<file path="config.mk">
export PLATFORM = sky130hd
export DESIGN_NAME = mdc_control_regs
export DESIGN_NICKNAME = d
export VERILOG_FILES = /design/src/mdc_pkg.sv /design/src/mdc_clear_pulse.sv /design/src/mdc_control_regs.sv /design/src/mdc_lock_ctrl.sv
export SDC_FILE = /design/constraint.sdc
export NUM_CORES = 1
export LEC_CHECK = 0
export BUFFER_PORTS_ARGS = -buffer_cell sky130_fd_sc_hd__buf_4
export CAP_MARGIN = 5
export CORE_AREA = 2 2 72 74
export CTS_CLUSTER_SIZE = 25
export DETAILED_ROUTE_END_ITERATION = 16
export DIE_AREA = 0 0 74 76
export HOLD_SLACK_MARGIN = 0.15
export MAX_ROUTING_LAYER = met4
export PLACE_DENSITY_LB_ADDON = 0.25
export SYNTH_ARGS = -nofsm -noshare
export SYNTH_HDL_FRONTEND = slang
export SYNTH_SLANG_ARGS = --single-unit
</file>
<file path="constraint.sdc">
create_clock -name clk_sys -period 3.5 [get_ports clk_sys]
set_input_delay 0.35 -clock clk_sys [delete_from_list [all_inputs] [get_ports clk_sys]]
set_output_delay 0.35 -clock clk_sys [all_outputs]
set_load 0.01 [all_outputs]
</file>
<file path="src/mdc_pkg.sv">
// Package with register map, field layout and reset values of the motor driver control bank.
package mdc_pkg;

  // ****************************************************************
  // Register addresses.
  // ****************************************************************
  localparam logic [3:0] ADDR_LOCK = 4'h3;       // Lock register address.
  localparam logic [3:0] ADDR_DRIVE_MODE = 4'h4; // Drive, slew and mode register.
  localparam logic [3:0] ADDR_PROTECT = 4'h5;    // Protection settings register.
  localparam logic [3:0] ADDR_OVERCUR = 4'h6;    // Overcurrent and standby register.
  localparam logic [3:0] ADDR_RECTIFY = 4'h7;    // Sense and rectification register.

  // ****************************************************************
  // Reset values.
  // ****************************************************************
  localparam logic [7:0] RST_DRIVE_MODE = 8'h80; // Top reserved bits reset to 10b.
  localparam logic [7:0] RST_PROTECT = 8'h46;    // Bits 6, 2 and 1 reset high.
  localparam logic [7:0] RST_OVERCUR = 8'h10;    // Deglitch code 1.
  localparam logic [7:0] RST_RECTIFY = 8'h00;    // All zero.
  localparam logic [2:0] RST_LOCK = 3'h0;        // Lock field after reset.

  // ****************************************************************
  // Lock codes and field positions.
  // ****************************************************************
  localparam logic [2:0] LOCK_CODE = 3'h6;       // 110b locks.
  localparam logic [2:0] UNLOCK_CODE = 3'h3;     // 011b unlocks.
  localparam int POS_DRIVE_TYPE = 5;             // Serial output drive type.
  localparam int POS_SLEW_LO = 3;                // Slew field low bit.
  localparam int POS_MODE_LO = 1;                // Operating mode field low bit.
  localparam int POS_FAULT_CLEAR = 0;            // Fault clear command bit.
  localparam int POS_FULL_DUTY = 4;              // Full-duty frequency select.
  localparam int POS_OV_LEVEL = 3;               // Overvoltage level select.
  localparam int POS_OV_EN = 2;                  // Overvoltage protection enable.
  localparam int POS_OT_REPORT = 0;              // Overtemperature warning report.
  localparam int POS_STANDBY = 7;                // Driver standby.
  localparam int POS_CYCLE_CLEAR = 6;            // Overcurrent cycle clear.
  localparam int POS_DEGLITCH_LO = 4;            // Deglitch field low bit.
  localparam int POS_RETRY = 3;                  // Retry time select.
  localparam int POS_OC_LEVEL = 2;               // Overcurrent level select.
  localparam int POS_OC_RESP_LO = 0;             // Overcurrent response low bit.
  localparam logic [7:0] PROTECT_WMASK = 8'h7f;  // Bit 7 is read-only zero.

endpackage

</file>
<file path="src/mdc_clear_pulse.sv">
// Fault clear pulse register: the pulse follows the trigger one cycle later.
`timescale 1ns/10ps
module mdc_clear_pulse (
  input wire logic clk_sys,
  input wire logic reset_n,
  input wire logic trigger,
  output logic pulse
);
  import mdc_pkg::*;

  // ****************************************************************
  // Pulse register.
  // ****************************************************************

  always_ff @(posedge clk_sys or negedge reset_n) begin
    if (!reset_n) begin
      pulse <= 1'b0;
    end else begin
      pulse <= trigger;
    end
  end
endmodule

</file>
<file path="src/mdc_control_regs.sv">
// Top of the motor driver control register bank with decoded setting outputs.
`timescale 1ns/10ps

// Notes on behaviour
// - Bit 5 selects open-drain or push-pull output.
// - Slew code selects 25, 50, 125, 200.
// - Mode code picks rectification and Hall type.
// - Writing one clears faults, bit self-clears.
// - Full-duty frequency 20 kHz or 40 kHz.
// - Overvoltage level 34 V or 22 V.
// - Overvoltage protection enable, resets enabled.
// - Overtemperature warning reports to fault pin.
// - Setting standby bit enters low-power standby.
// - Bit 6 allows overcurrent clear per cycle.
// - Deglitch code selects 0.2 to 1.6 us.
// - Retry wait 5 ms or 500 ms.
// - Response: latch, retry, report, ignore.
// - Protection register at 0x05 resets 0x46.
// - Overcurrent register at 0x06 resets 0x10.
// - Register at 0x07 resets to zero.
// - Drive register at 0x04 resets 0x80.
// - 110b locks writes, 011b unlocks.
module mdc_control_regs (
  input wire logic clk_sys,
  input wire logic reset_n,
  input wire logic regWrite,
  input wire logic regRead,
  input wire logic [3:0] regAddr,
  input wire logic [7:0] regWdata,
  output logic [7:0] regRdata,
  output logic regRvalid,
  output logic serialOutPushPull,
  output logic [1:0] slewCode,
  output logic syncRectify,
  output logic digitalHall,
  output logic faultClearPulse,
  output logic fullDuty40k,
  output logic overvoltageLevel22v,
  output logic overvoltageProtectEn,
  output logic overtempWarnReport,
  output logic driverStandby,
  output logic overcurrentCycleClear,
  output logic [1:0] overcurrentDeglitch,
  output logic overcurrentRetryLong,
  output logic overcurrentLevel24a,
  output logic [1:0] overcurrentResponse,
  output logic overcurrentLatch,
  output logic overcurrentAutoRetry,
  output logic overcurrentReport,
  output logic [7:0] senseRectifyCfg,
  output logic registersLocked
);
  import mdc_pkg::*;

  // ****************************************************************
  // Storage and internal signals.
  // ****************************************************************
  logic [7:0] driveMode_reg;      // Drive type, slew and mode; bit 0 never stored.
  logic [7:0] protection_reg;     // Protection settings.
  logic [7:0] overcurrent_reg;    // Overcurrent and standby settings.
  logic [7:0] rectify_reg;        // Sense and rectification settings.
  logic [7:0] readData_next;      // Read mux value.
  logic [2:0] lockField;          // Lock field readback.
  logic locked;                   // Writes to settings are ignored while set.
  logic settingWrite;             // Write allowed to setting registers.
  logic clearTrigger;             // Write of one to the fault clear bit.

  // Decodes whether an address matches a given target; the lock is checked elsewhere.
  function automatic logic hit(input logic [3:0] addr, input logic [3:0] target);
    hit = (addr == target);
  endfunction

  // ****************************************************************
  // Lock control.
  // ****************************************************************

  // Lock state lives in its own small module.
  mdc_lock_ctrl u_lock (
    .clk_sys(clk_sys),
    .reset_n(reset_n),
    .writeEn(regWrite),
    .writeAddr(regAddr),
    .writeLow(regWdata[2:0]),
    .lockField(lockField),
    .locked(locked)
  );

  assign settingWrite = regWrite && !locked;

  // ****************************************************************
  // Fault clear command.
  // ****************************************************************

  assign clearTrigger = settingWrite && hit(regAddr, ADDR_DRIVE_MODE) &&
                        regWdata[POS_FAULT_CLEAR];

  // The pulse is high the cycle after each clear write, so back-to-back clear writes hold it high; writing zero gives none.
  mdc_clear_pulse u_clear (
    .clk_sys(clk_sys),
    .reset_n(reset_n),
    .trigger(clearTrigger),
    .pulse(faultClearPulse)
  );

  // ****************************************************************
  // Setting registers.
  // ****************************************************************

  always_ff @(posedge clk_sys or negedge reset_n) begin
    if (!reset_n) begin
      driveMode_reg <= RST_DRIVE_MODE;
    end else if (settingWrite && hit(regAddr, ADDR_DRIVE_MODE)) begin
      driveMode_reg <= {regWdata[7:1], 1'b0};
    end
  end

  always_ff @(posedge clk_sys or negedge reset_n) begin
    if (!reset_n) begin
      protection_reg <= RST_PROTECT;
    end else if (settingWrite && hit(regAddr, ADDR_PROTECT)) begin
      protection_reg <= regWdata & PROTECT_WMASK;
    end
  end

  always_ff @(posedge clk_sys or negedge reset_n) begin
    if (!reset_n) begin
      overcurrent_reg <= RST_OVERCUR;
    end else if (settingWrite && hit(regAddr, ADDR_OVERCUR)) begin
      overcurrent_reg <= regWdata;
    end
  end

  always_ff @(posedge clk_sys or negedge reset_n) begin
    if (!reset_n) begin
      rectify_reg <= RST_RECTIFY;
    end else if (settingWrite && hit(regAddr, ADDR_RECTIFY)) begin
      rectify_reg <= regWdata;
    end
  end

  // ****************************************************************
  // Read path.
  // ****************************************************************

  // Selects the read value; unmapped addresses read zero.
  always_comb begin
    case (regAddr)
      ADDR_LOCK: begin
        readData_next = {5'h00, lockField};
      end
      ADDR_DRIVE_MODE: begin
        readData_next = driveMode_reg;
      end
      ADDR_PROTECT: begin
        readData_next = protection_reg;
      end
      ADDR_OVERCUR: begin
        readData_next = overcurrent_reg;
      end
      ADDR_RECTIFY: begin
        readData_next = rectify_reg;
      end
      default: begin
        readData_next = 8'h00;
      end
    endcase
  end

  // Registers read data one cycle after the read strobe.
  always_ff @(posedge clk_sys or negedge reset_n) begin
    if (!reset_n) begin
      regRdata <= 8'h00;
      regRvalid <= 1'b0;
    end else begin
      regRvalid <= regRead;
      if (regRead) begin
        regRdata <= readData_next;
      end
    end
  end

  // ****************************************************************
  // Decoded setting outputs, registered from the current stored value.
  // ****************************************************************

  // Drive type, slew and operating mode fields.
  always_ff @(posedge clk_sys or negedge reset_n) begin
    if (!reset_n) begin
      serialOutPushPull <= 1'b0;
      slewCode <= 2'h0;
      syncRectify <= 1'b0;
      digitalHall <= 1'b0;
    end else begin
      serialOutPushPull <= driveMode_reg[POS_DRIVE_TYPE];
      slewCode <= driveMode_reg[POS_SLEW_LO +: 2];
      syncRectify <= driveMode_reg[POS_MODE_LO + 1];
      digitalHall <= driveMode_reg[POS_MODE_LO];
    end
  end

  // Protection settings.
  always_ff @(posedge clk_sys or negedge reset_n) begin
    if (!reset_n) begin
      fullDuty40k <= 1'b0;
      overvoltageLevel22v <= 1'b0;
      overvoltageProtectEn <= 1'b1;
      overtempWarnReport <= 1'b0;
    end else begin
      fullDuty40k <= protection_reg[POS_FULL_DUTY];
      overvoltageLevel22v <= protection_reg[POS_OV_LEVEL];
      overvoltageProtectEn <= protection_reg[POS_OV_EN];
      overtempWarnReport <= protection_reg[POS_OT_REPORT];
    end
  end

  // Overcurrent and standby settings.
  always_ff @(posedge clk_sys or negedge reset_n) begin
    if (!reset_n) begin
      driverStandby <= 1'b0;
      overcurrentCycleClear <= 1'b0;
      overcurrentDeglitch <= 2'h1;
      overcurrentRetryLong <= 1'b0;
      overcurrentLevel24a <= 1'b0;
      overcurrentResponse <= 2'h0;
    end else begin
      driverStandby <= overcurrent_reg[POS_STANDBY];
      overcurrentCycleClear <= overcurrent_reg[POS_CYCLE_CLEAR];
      overcurrentDeglitch <= overcurrent_reg[POS_DEGLITCH_LO +: 2];
      overcurrentRetryLong <= overcurrent_reg[POS_RETRY];
      overcurrentLevel24a <= overcurrent_reg[POS_OC_LEVEL];
      overcurrentResponse <= overcurrent_reg[POS_OC_RESP_LO +: 2];
    end
  end

  // Overcurrent response decoded into actions.
  always_ff @(posedge clk_sys or negedge reset_n) begin
    if (!reset_n) begin
      overcurrentLatch <= 1'b1;
      overcurrentAutoRetry <= 1'b0;
      overcurrentReport <= 1'b1;
    end else begin
      overcurrentLatch <= (overcurrent_reg[POS_OC_RESP_LO +: 2] == 2'h0);
      overcurrentAutoRetry <= (overcurrent_reg[POS_OC_RESP_LO +: 2] == 2'h1);
      overcurrentReport <= (overcurrent_reg[POS_OC_RESP_LO + 1] == 1'b0) ||
                           (overcurrent_reg[POS_OC_RESP_LO +: 2] == 2'h2);
    end
  end

  // Rectification register copy and lock state.
  always_ff @(posedge clk_sys or negedge reset_n) begin
    if (!reset_n) begin
      senseRectifyCfg <= 8'h00;
      registersLocked <= 1'b0;
    end else begin
      senseRectifyCfg <= rectify_reg;
      registersLocked <= locked;
    end
  end
endmodule

</file>
<file path="src/mdc_lock_ctrl.sv">
// Register lock state holder for the control bank.
`timescale 1ns/10ps
module mdc_lock_ctrl (
  input wire logic clk_sys,
  input wire logic reset_n,
  input wire logic writeEn,
  input wire logic [3:0] writeAddr,
  input wire logic [2:0] writeLow,
  output logic [2:0] lockField,
  output logic locked
);
  import mdc_pkg::*;

  // ****************************************************************
  // Lock field and lock state.
  // ****************************************************************

  // The lock field stores any written code; only two codes change state.
  always_ff @(posedge clk_sys or negedge reset_n) begin
    if (!reset_n) begin
      lockField <= RST_LOCK;
    end else if (writeEn && writeAddr == ADDR_LOCK) begin
      lockField <= writeLow;
    end
  end

  always_ff @(posedge clk_sys or negedge reset_n) begin
    if (!reset_n) begin
      locked <= 1'b0;
    end else if (writeEn && writeAddr == ADDR_LOCK) begin
      if (writeLow == LOCK_CODE) begin
        locked <= 1'b1;
      end else if (writeLow == UNLOCK_CODE) begin
        locked <= 1'b0;
      end
    end
  end
endmodule

</file>
==> results.md, run 1 <==
* Result of the run: finished clean
* Final critical path time including I/O delays and setup at 1750 ps
* Seq cells post-synth at 73
* Sequential element share of the synthesized area at 0.674
* Die X-Extent at 74 µm
* Global router's overall resource usage at 0.223
* Top cell type's share of synthesized area at 0.587
* Prevailing post-synth register cell: sky130_fd_sc_hd__dfrtp_1
* Final GP Congestion at 0.840
* Family of cells with the greatest summed delay on the critical path: simple AND/OR/NAND/NOR gates
* Initial Util at 0.555
* Path length in cells of the critical path at 3
* Wire length per cell at 16.7 µm
* Leakage power of the design at 1.57 nW
* Max cap viols at 0
* Vias in the first global route at 1763
* Main combinational cell family by area after synthesis: multiplexers
* Cell chain of the critical path: nand4bb_2 -> or3b_1 -> mux2_4
* Largest net degree at the start of global routing at 74
* Worst R2R Path Depth at 3
* Final design utilization at 0.681
* Post-synth top area cell: sky130_fd_sc_hd__dfrtp_1
* First-pass GRT wire length at 8870 µm
* Critical Path Sink Type: register
* Yosys cell types at 29
* Clock tree from TritonCTS: built
* Most common cell after layout, fill and taps aside: sky130_fd_sc_hd__dfrtp_1
* Overall via count from detail_route at 1708
* Kind of launch point of the worst setup path: register
* Cell count after placement at 307
* Floorplan die area at 5620 µm²
* Compound-Gate Fraction of Synth Area at 0.0569
* Path type of the worst setup path: reg -> reg
* Commonest cells after routing, fill and taps aside: sky130_fd_sc_hd__dfrtp_1, sky130_fd_sc_hd__buf_4, sky130_fd_sc_hd__mux2_2
* Sum of negative setup slack at 0 ps
* Count of final hold-check violations at 0
* Maximum level of the CTS H-tree at 3
* Fin crit share at 0.501
* Routed Wire Length at 5380 µm
* Cells after Synth at 190
* Area growth from synthesis to layout at 22.7%
* Max-slew violations at 0
* Area of the core at 4910 µm²
* CP Max Fanout at 8
* Antenna violations before repair at 0
* Adder and majority gate portion of the synthesized area at 0
* Maximum vdd drop at 0.000339 V
* Worst slew slack as a fraction of its limit at 0.418
* Async set-or-reset flop fraction in the synthesized netlist at 1.00
* Worst-margin pin slew at 873 ps
* Finish-stage setup viols at 0
* Worst hold margin at 108 ps
* Count of synthesis-stage warnings from yosys at 0
* Deepest clock path buffer count at 2
* Clock tree root buffer cell: sky130_fd_sc_hd__clkbuf_8
* Vertical die dimension at 76 µm
* Number of I/O pins at 55
* Post-synthesis share of cell area spent on xor and xnor gates at 0
* Antenna-violating nets left at 0
* Highest clock frequency the design can meet at 570 MHz
* Clock Skew at 8.23 ps
* Most area-consuming cells after synthesis: sky130_fd_sc_hd__dfrtp_1, sky130_fd_sc_hd__mux2_2, sky130_fd_sc_hd__dfstp_2, sky130_fd_sc_hd__mux2i_1, sky130_fd_sc_hd__mux2_4
* Inserted Clock Buffers at 9
* # clock sinks at 73
* Per-cell via count in the routed design at 5.29
* DRC violation count after routing at 0
* Fraction of the mapped netlist area in simple logic gates at 0.0771
* Num rows at 26
* Final Non-Filler Cells at 323
* Placed wire-length estimate at 3500 µm
* Type of the most critical hold path: in -> async
* Ant. Diodes at 0
* Number of buffers inserted by hold repair at cts at 0
* Summed instance area of the synthesized netlist at 2730 µm²
* Endpoint required time on the critical path at 3730 ps
* Resize count post-CTS at 0
* First-pass detailed-route iteration total at 4
* Port-buffer cells at 54
* Number of nets in the synthesized netlist at 206
* GR Overflow Total at 0
* Average footprint of a synthesized cell at 14.3 µm²
* Fraction of layout cells with a size suffix above 1 at 0.439
* Internal reg-to-reg setup slack at 1750 ps
* WP data arrival at 1980 ps
* Detailed Route Iter0 Violations at 66
* Clock transition at the registers of the reported paths at 70 ps
* Power density over cell area at 608 nW/µm²
* Library cell contributing the largest single delay on the critical path: sky130_fd_sc_hd__or3b_1
* Mux cell area share after synthesis at 0.165
* Post-CTS Setup Inserts at 0
* Setup repair after global routing missed its margin: false
* Bufs and invs on worst path at 0
* Net count reported at finish at 264
* Source-to-sink clock delay at the later pin of the worst-skew pair at 340 ps
* Delay of the slowest cell on the worst path at 580 ps
* Number of enable-type register cells in the synthesized netlist at 0
-- synthesized netlist by cell type, types with 2 or more instances --
cell type,number
sky130_fd_sc_hd__o22ai_1,8
sky130_fd_sc_hd__nor2b_1,2
sky130_fd_sc_hd__dfstp_2,9
sky130_fd_sc_hd__inv_1,9
sky130_fd_sc_hd__a221oi_1,5
sky130_fd_sc_hd__nor3_1,3
sky130_fd_sc_hd__buf_2,4
sky130_fd_sc_hd__mux2i_1,9
sky130_fd_sc_hd__a21oi_1,4
sky130_fd_sc_hd__nor2_1,10
sky130_fd_sc_hd__mux2_2,24
sky130_fd_sc_hd__o21ai_0,5
sky130_fd_sc_hd__nand2_1,10
sky130_fd_sc_hd__mux2_4,6
sky130_fd_sc_hd__nor3b_1,2
sky130_fd_sc_hd__nand3b_1,3
sky130_fd_sc_hd__clkbuf_1,2
sky130_fd_sc_hd__dfrtp_1,64
-- logic make-up (layout without fill, tap and decap cells) --
logic type             after synthesis  count (layout)
AOI/OAI and AO/OA                   24              24
buffers and inverters               16              79
DFF                                 73              73
muxes                               39              39
and+or+nand+nor                     38              38
-- metal layers --
metal	share of wire	global-route usage
met1	0.45	0.303
met2	0.47	0.307
met3	0.065	0.0595
met4	0.017	0.120
met5	0	-
-- stage by stage --
step                total power, mW  cell area, µm²  worst slack, ps
floorplan                      1.29            2730             1930
global placement               1.48            3180             1730
detailed placement             1.50            3180             1690
CTS                            2.05            3350             1750
global route                   2.13            3350             1700
finish                         2.03            3350             1750
-- layout make-up --
class | count | area [µm²]
multi-input cells | 101 | 816
fillers | 366 | 1570
flip-flops and latches | 73 | 1840
clock inverters | 4 | 20.0
repair buffers | 54 | 405
inverters | 9 | 33.8
clock buffers | 12 | 145
well taps | 70 | 87.6
-- worst paths after layout --
kind,to,start
setup reg to reg,protection_reg[5],u_lock.locked
max in group asynchronous,overcurrentResponse[0],reset_n
hold reg to reg,overvoltageProtectEn,protection_reg[2]
setup / recovery,protection_reg[5],u_lock.locked
min in group clk_sys,u_lock.locked,regWdata[0]
hold / removal,syncRectify,reset_n
-- power breakdown --
part | internal (mW) | total [mW] | switching (mW)
logic | 0.204 | 0.356 | 0.152
registers | 1.03 | 1.12 | 0.0941
clock network | 0.272 | 0.557 | 0.285
Power figures use the tool's default switching activity.
==> run 2: changes to the inputs <==
Settings changed: CORE_AREA 2 2 72 74 to 2 2 79 81, DIE_AREA 0 0 74 76 to 0 0 81 83.
Clock period 3.5 ns to 1.49 ns, I/O delays scaled along.
==> results.md, run 2 (synthesis gave the netlist of run 1 again) <==
* Family of cells with the greatest summed delay on the critical path: simple AND/OR/NAND/NOR gates
* Final GP Congestion at 0.790
* Deepest clock path buffer count at 2
* Result of the run: finished with violations
* Path type of the worst setup path: reg -> reg
* Die X-Extent at 81 µm
* Overall via count from detail_route at 1763
* GR Overflow Total at 0
* Ant. Diodes at 0
* Sum of negative setup slack at -59.4 ps
* Power density over cell area at 1390 nW/µm²
* Kind of launch point of the worst setup path: register
* Final critical path time including I/O delays and setup at 1510 ps
* Fin crit share at 1.01
* Antenna-violating nets left at 0
* Violations in the final reports: setup timing
* Area of the core at 5820 µm²
* Part of the total power dissipated in sequential elements at 0.516
* Worst slew slack as a fraction of its limit at 0.565
* Internal Power at 3.80 mW
* Maximum level of the CTS H-tree at 3
* Worst-margin pin slew at 652 ps
* First-pass GRT wire length at 9190 µm
* Vias in the first global route at 1801
* Number of I/O pins at 55
* Commonest cells after routing, fill and taps aside: sky130_fd_sc_hd__buf_4, sky130_fd_sc_hd__dfrtp_1, sky130_fd_sc_hd__mux2_2
* Largest net degree at the start of global routing at 36
* Library cell contributing the largest single delay on the critical path: sky130_fd_sc_hd__dfrtp_1
* Area growth from synthesis to layout at 34.8%
* Max-slew violations at 0
* Post-layout worst setup margin at -21.3 ps
* Final Non-Filler Cells at 356
* Vertical die dimension at 83 µm
* Wire length per cell at 15.6 µm
* Per-cell via count in the routed design at 4.95
* Count of final hold-check violations at 0
* Bufs and invs on worst path at 1
* Clock transition at the registers of the reported paths at 80 ps
* First-pass detailed-route iteration total at 4
* Cell chain of the critical path: nand4bb_4 -> or3b_1 -> buf_6 -> mux2_4
* Finish-stage setup viols at 3
* Critical Path Sink Type: register
* Setup repair after global routing missed its margin: true
* Type of the most critical hold path: in -> reg
* Inserted Clock Buffers at 9
* Psw at 1.30 mW
* Number of inserted filler cells in the final layout at 483
* Clock tree from TritonCTS: built
* # clock sinks at 73
* DRC violation count after routing at 0
* Max cap viols at 0
* Num rows at 28
* Switching power share of the total at 0.255
* Routed Wire Length at 5550 µm
* WP data arrival at 1740 ps
* Worst hold margin at 199 ps
* Clock group share of total power at 0.310
* Initial Util at 0.469
* Floorplan die area at 6720 µm²
* Share of total power in combinational logic at 0.174
* Most common cell after layout, fill and taps aside: sky130_fd_sc_hd__buf_4
* Fraction of layout cells with a size suffix above 1 at 0.463
* Delay of the slowest cell on the worst path at 380 ps
* Highest clock frequency the design can meet at 662 MHz
* Port-buffer cells at 54
* Post-Place Cell Area at 3320 µm²
* Total non-filler cell area in the finished layout at 3680 µm²
* Maximum vdd drop at 0.000785 V
* Global router's overall resource usage at 0.188
* Endpoint required time on the critical path at 1720 ps
* Clock Skew at 6.19 ps
* Placed wire-length estimate at 3810 µm
* CP Max Fanout at 7
* Cell count after placement at 326
* Antenna violations before repair at 0
* Detailed Route Iter0 Violations at 125
* Net count reported at finish at 292
* Clock tree root buffer cell: sky130_fd_sc_hd__clkbuf_8
* Leakage power of the design at 1.72 nW
* Source-to-sink clock delay at the later pin of the worst-skew pair at 340 ps
run 2: changes by cell type in the layout (fill, tap and decap cells not counted), sizes merged:
cell / before / now
buf: 54 / 71
bufinv: 0 / 1
clkinv: 4 / 2
clkinvlp: 0 / 1
dlygate4sd3: 0 / 11
run 2: power groups by stage:
stage / Sequential [mW] / Clock (mW) / Combinational (mW)
after floorplan: 2.71 / 0 / 0.327
after global placement: 2.66 / 0 / 0.854
after detailed placement: 2.67 / 0 / 0.870
after CTS: 2.63 / 1.60 / 0.896
after global routing: 2.68 / 1.70 / 0.970
final: 2.63 / 1.58 / 0.886
run 2: worst paths after layout:
check                                         from                     end  slack [ps]  cells past startpoint
worst max-delay path                 u_lock.locked       protection_reg[3]         -20                      4
worst max register to register       u_lock.locked       protection_reg[3]         -20                      4
worst min-delay path                      regWrite           u_lock.locked         200                      3
min in group asynchronous                  reset_n      senseRectifyCfg[1]         300                      2
worst min register to register  overcurrent_reg[4]  overcurrentDeglitch[0]         380                      0
max in group asynchronous                  reset_n  overcurrentDeglitch[0]         600                      3
run 2: area by class of cell:
type / count / area, µm² / share of cell area
inverter: 9 / 33.8 / 0.00919
clock buffer: 12 / 155 / 0.0422
sequential: 73 / 1840 / 0.500
multi-input combinational: 101 / 837 / 0.228
tap: 75 / 93.8 / 0.0255
timing repair buffer: 82 / 667 / 0.181
clock inverter: 4 / 51.3 / 0.0140
run 2: repair_timing:
| item | in CTS | in global routing |
|---|---|---|
| pin swaps | 1 | 0 |
| setup endpoints to repair | 18 | 15 |
| buffers inserted | 2 | 1 |
| endpoints found under the hold margin | 106 | 0 |
| hold buffers | 11 | 0 |
| resized for setup | 2 | 4 |
run 2: tightest hold or removal path, cell delays in order:
cell	delay (ps)
sky130_fd_sc_hd__buf_4	110
sky130_fd_sc_hd__a41oi_1	110
sky130_fd_sc_hd__a21oi_1	120
run 2: routing by layer:
metal / vias to the layer above / wire length, µm / GRT usage / part of all wire
met2: 43 / 2600 / 0.274 / 0.47
met3: 9 / 222 / 0.0402 / 0.040
met1: 869 / 2620 / 0.253 / 0.47
met5: - / 0 / - / 0
li1: 842 / - / - / -
met4: 0 / 98 / 0.0847 / 0.018
run 2: stage by stage:
step / setup slack, ps / utilization / total power [mW]
2_1_floorplan: -38.2 / - / 3.03
3_3_place_gp: -75.4 / 0.570 / 3.51
3_5_place_dp: -89.5 / 0.570 / 3.54
4_1_cts: -22.3 / 0.629 / 5.13
5_1_grt: -69.6 / 0.632 / 5.34
6_report: -21.3 / 0.632 / 5.10
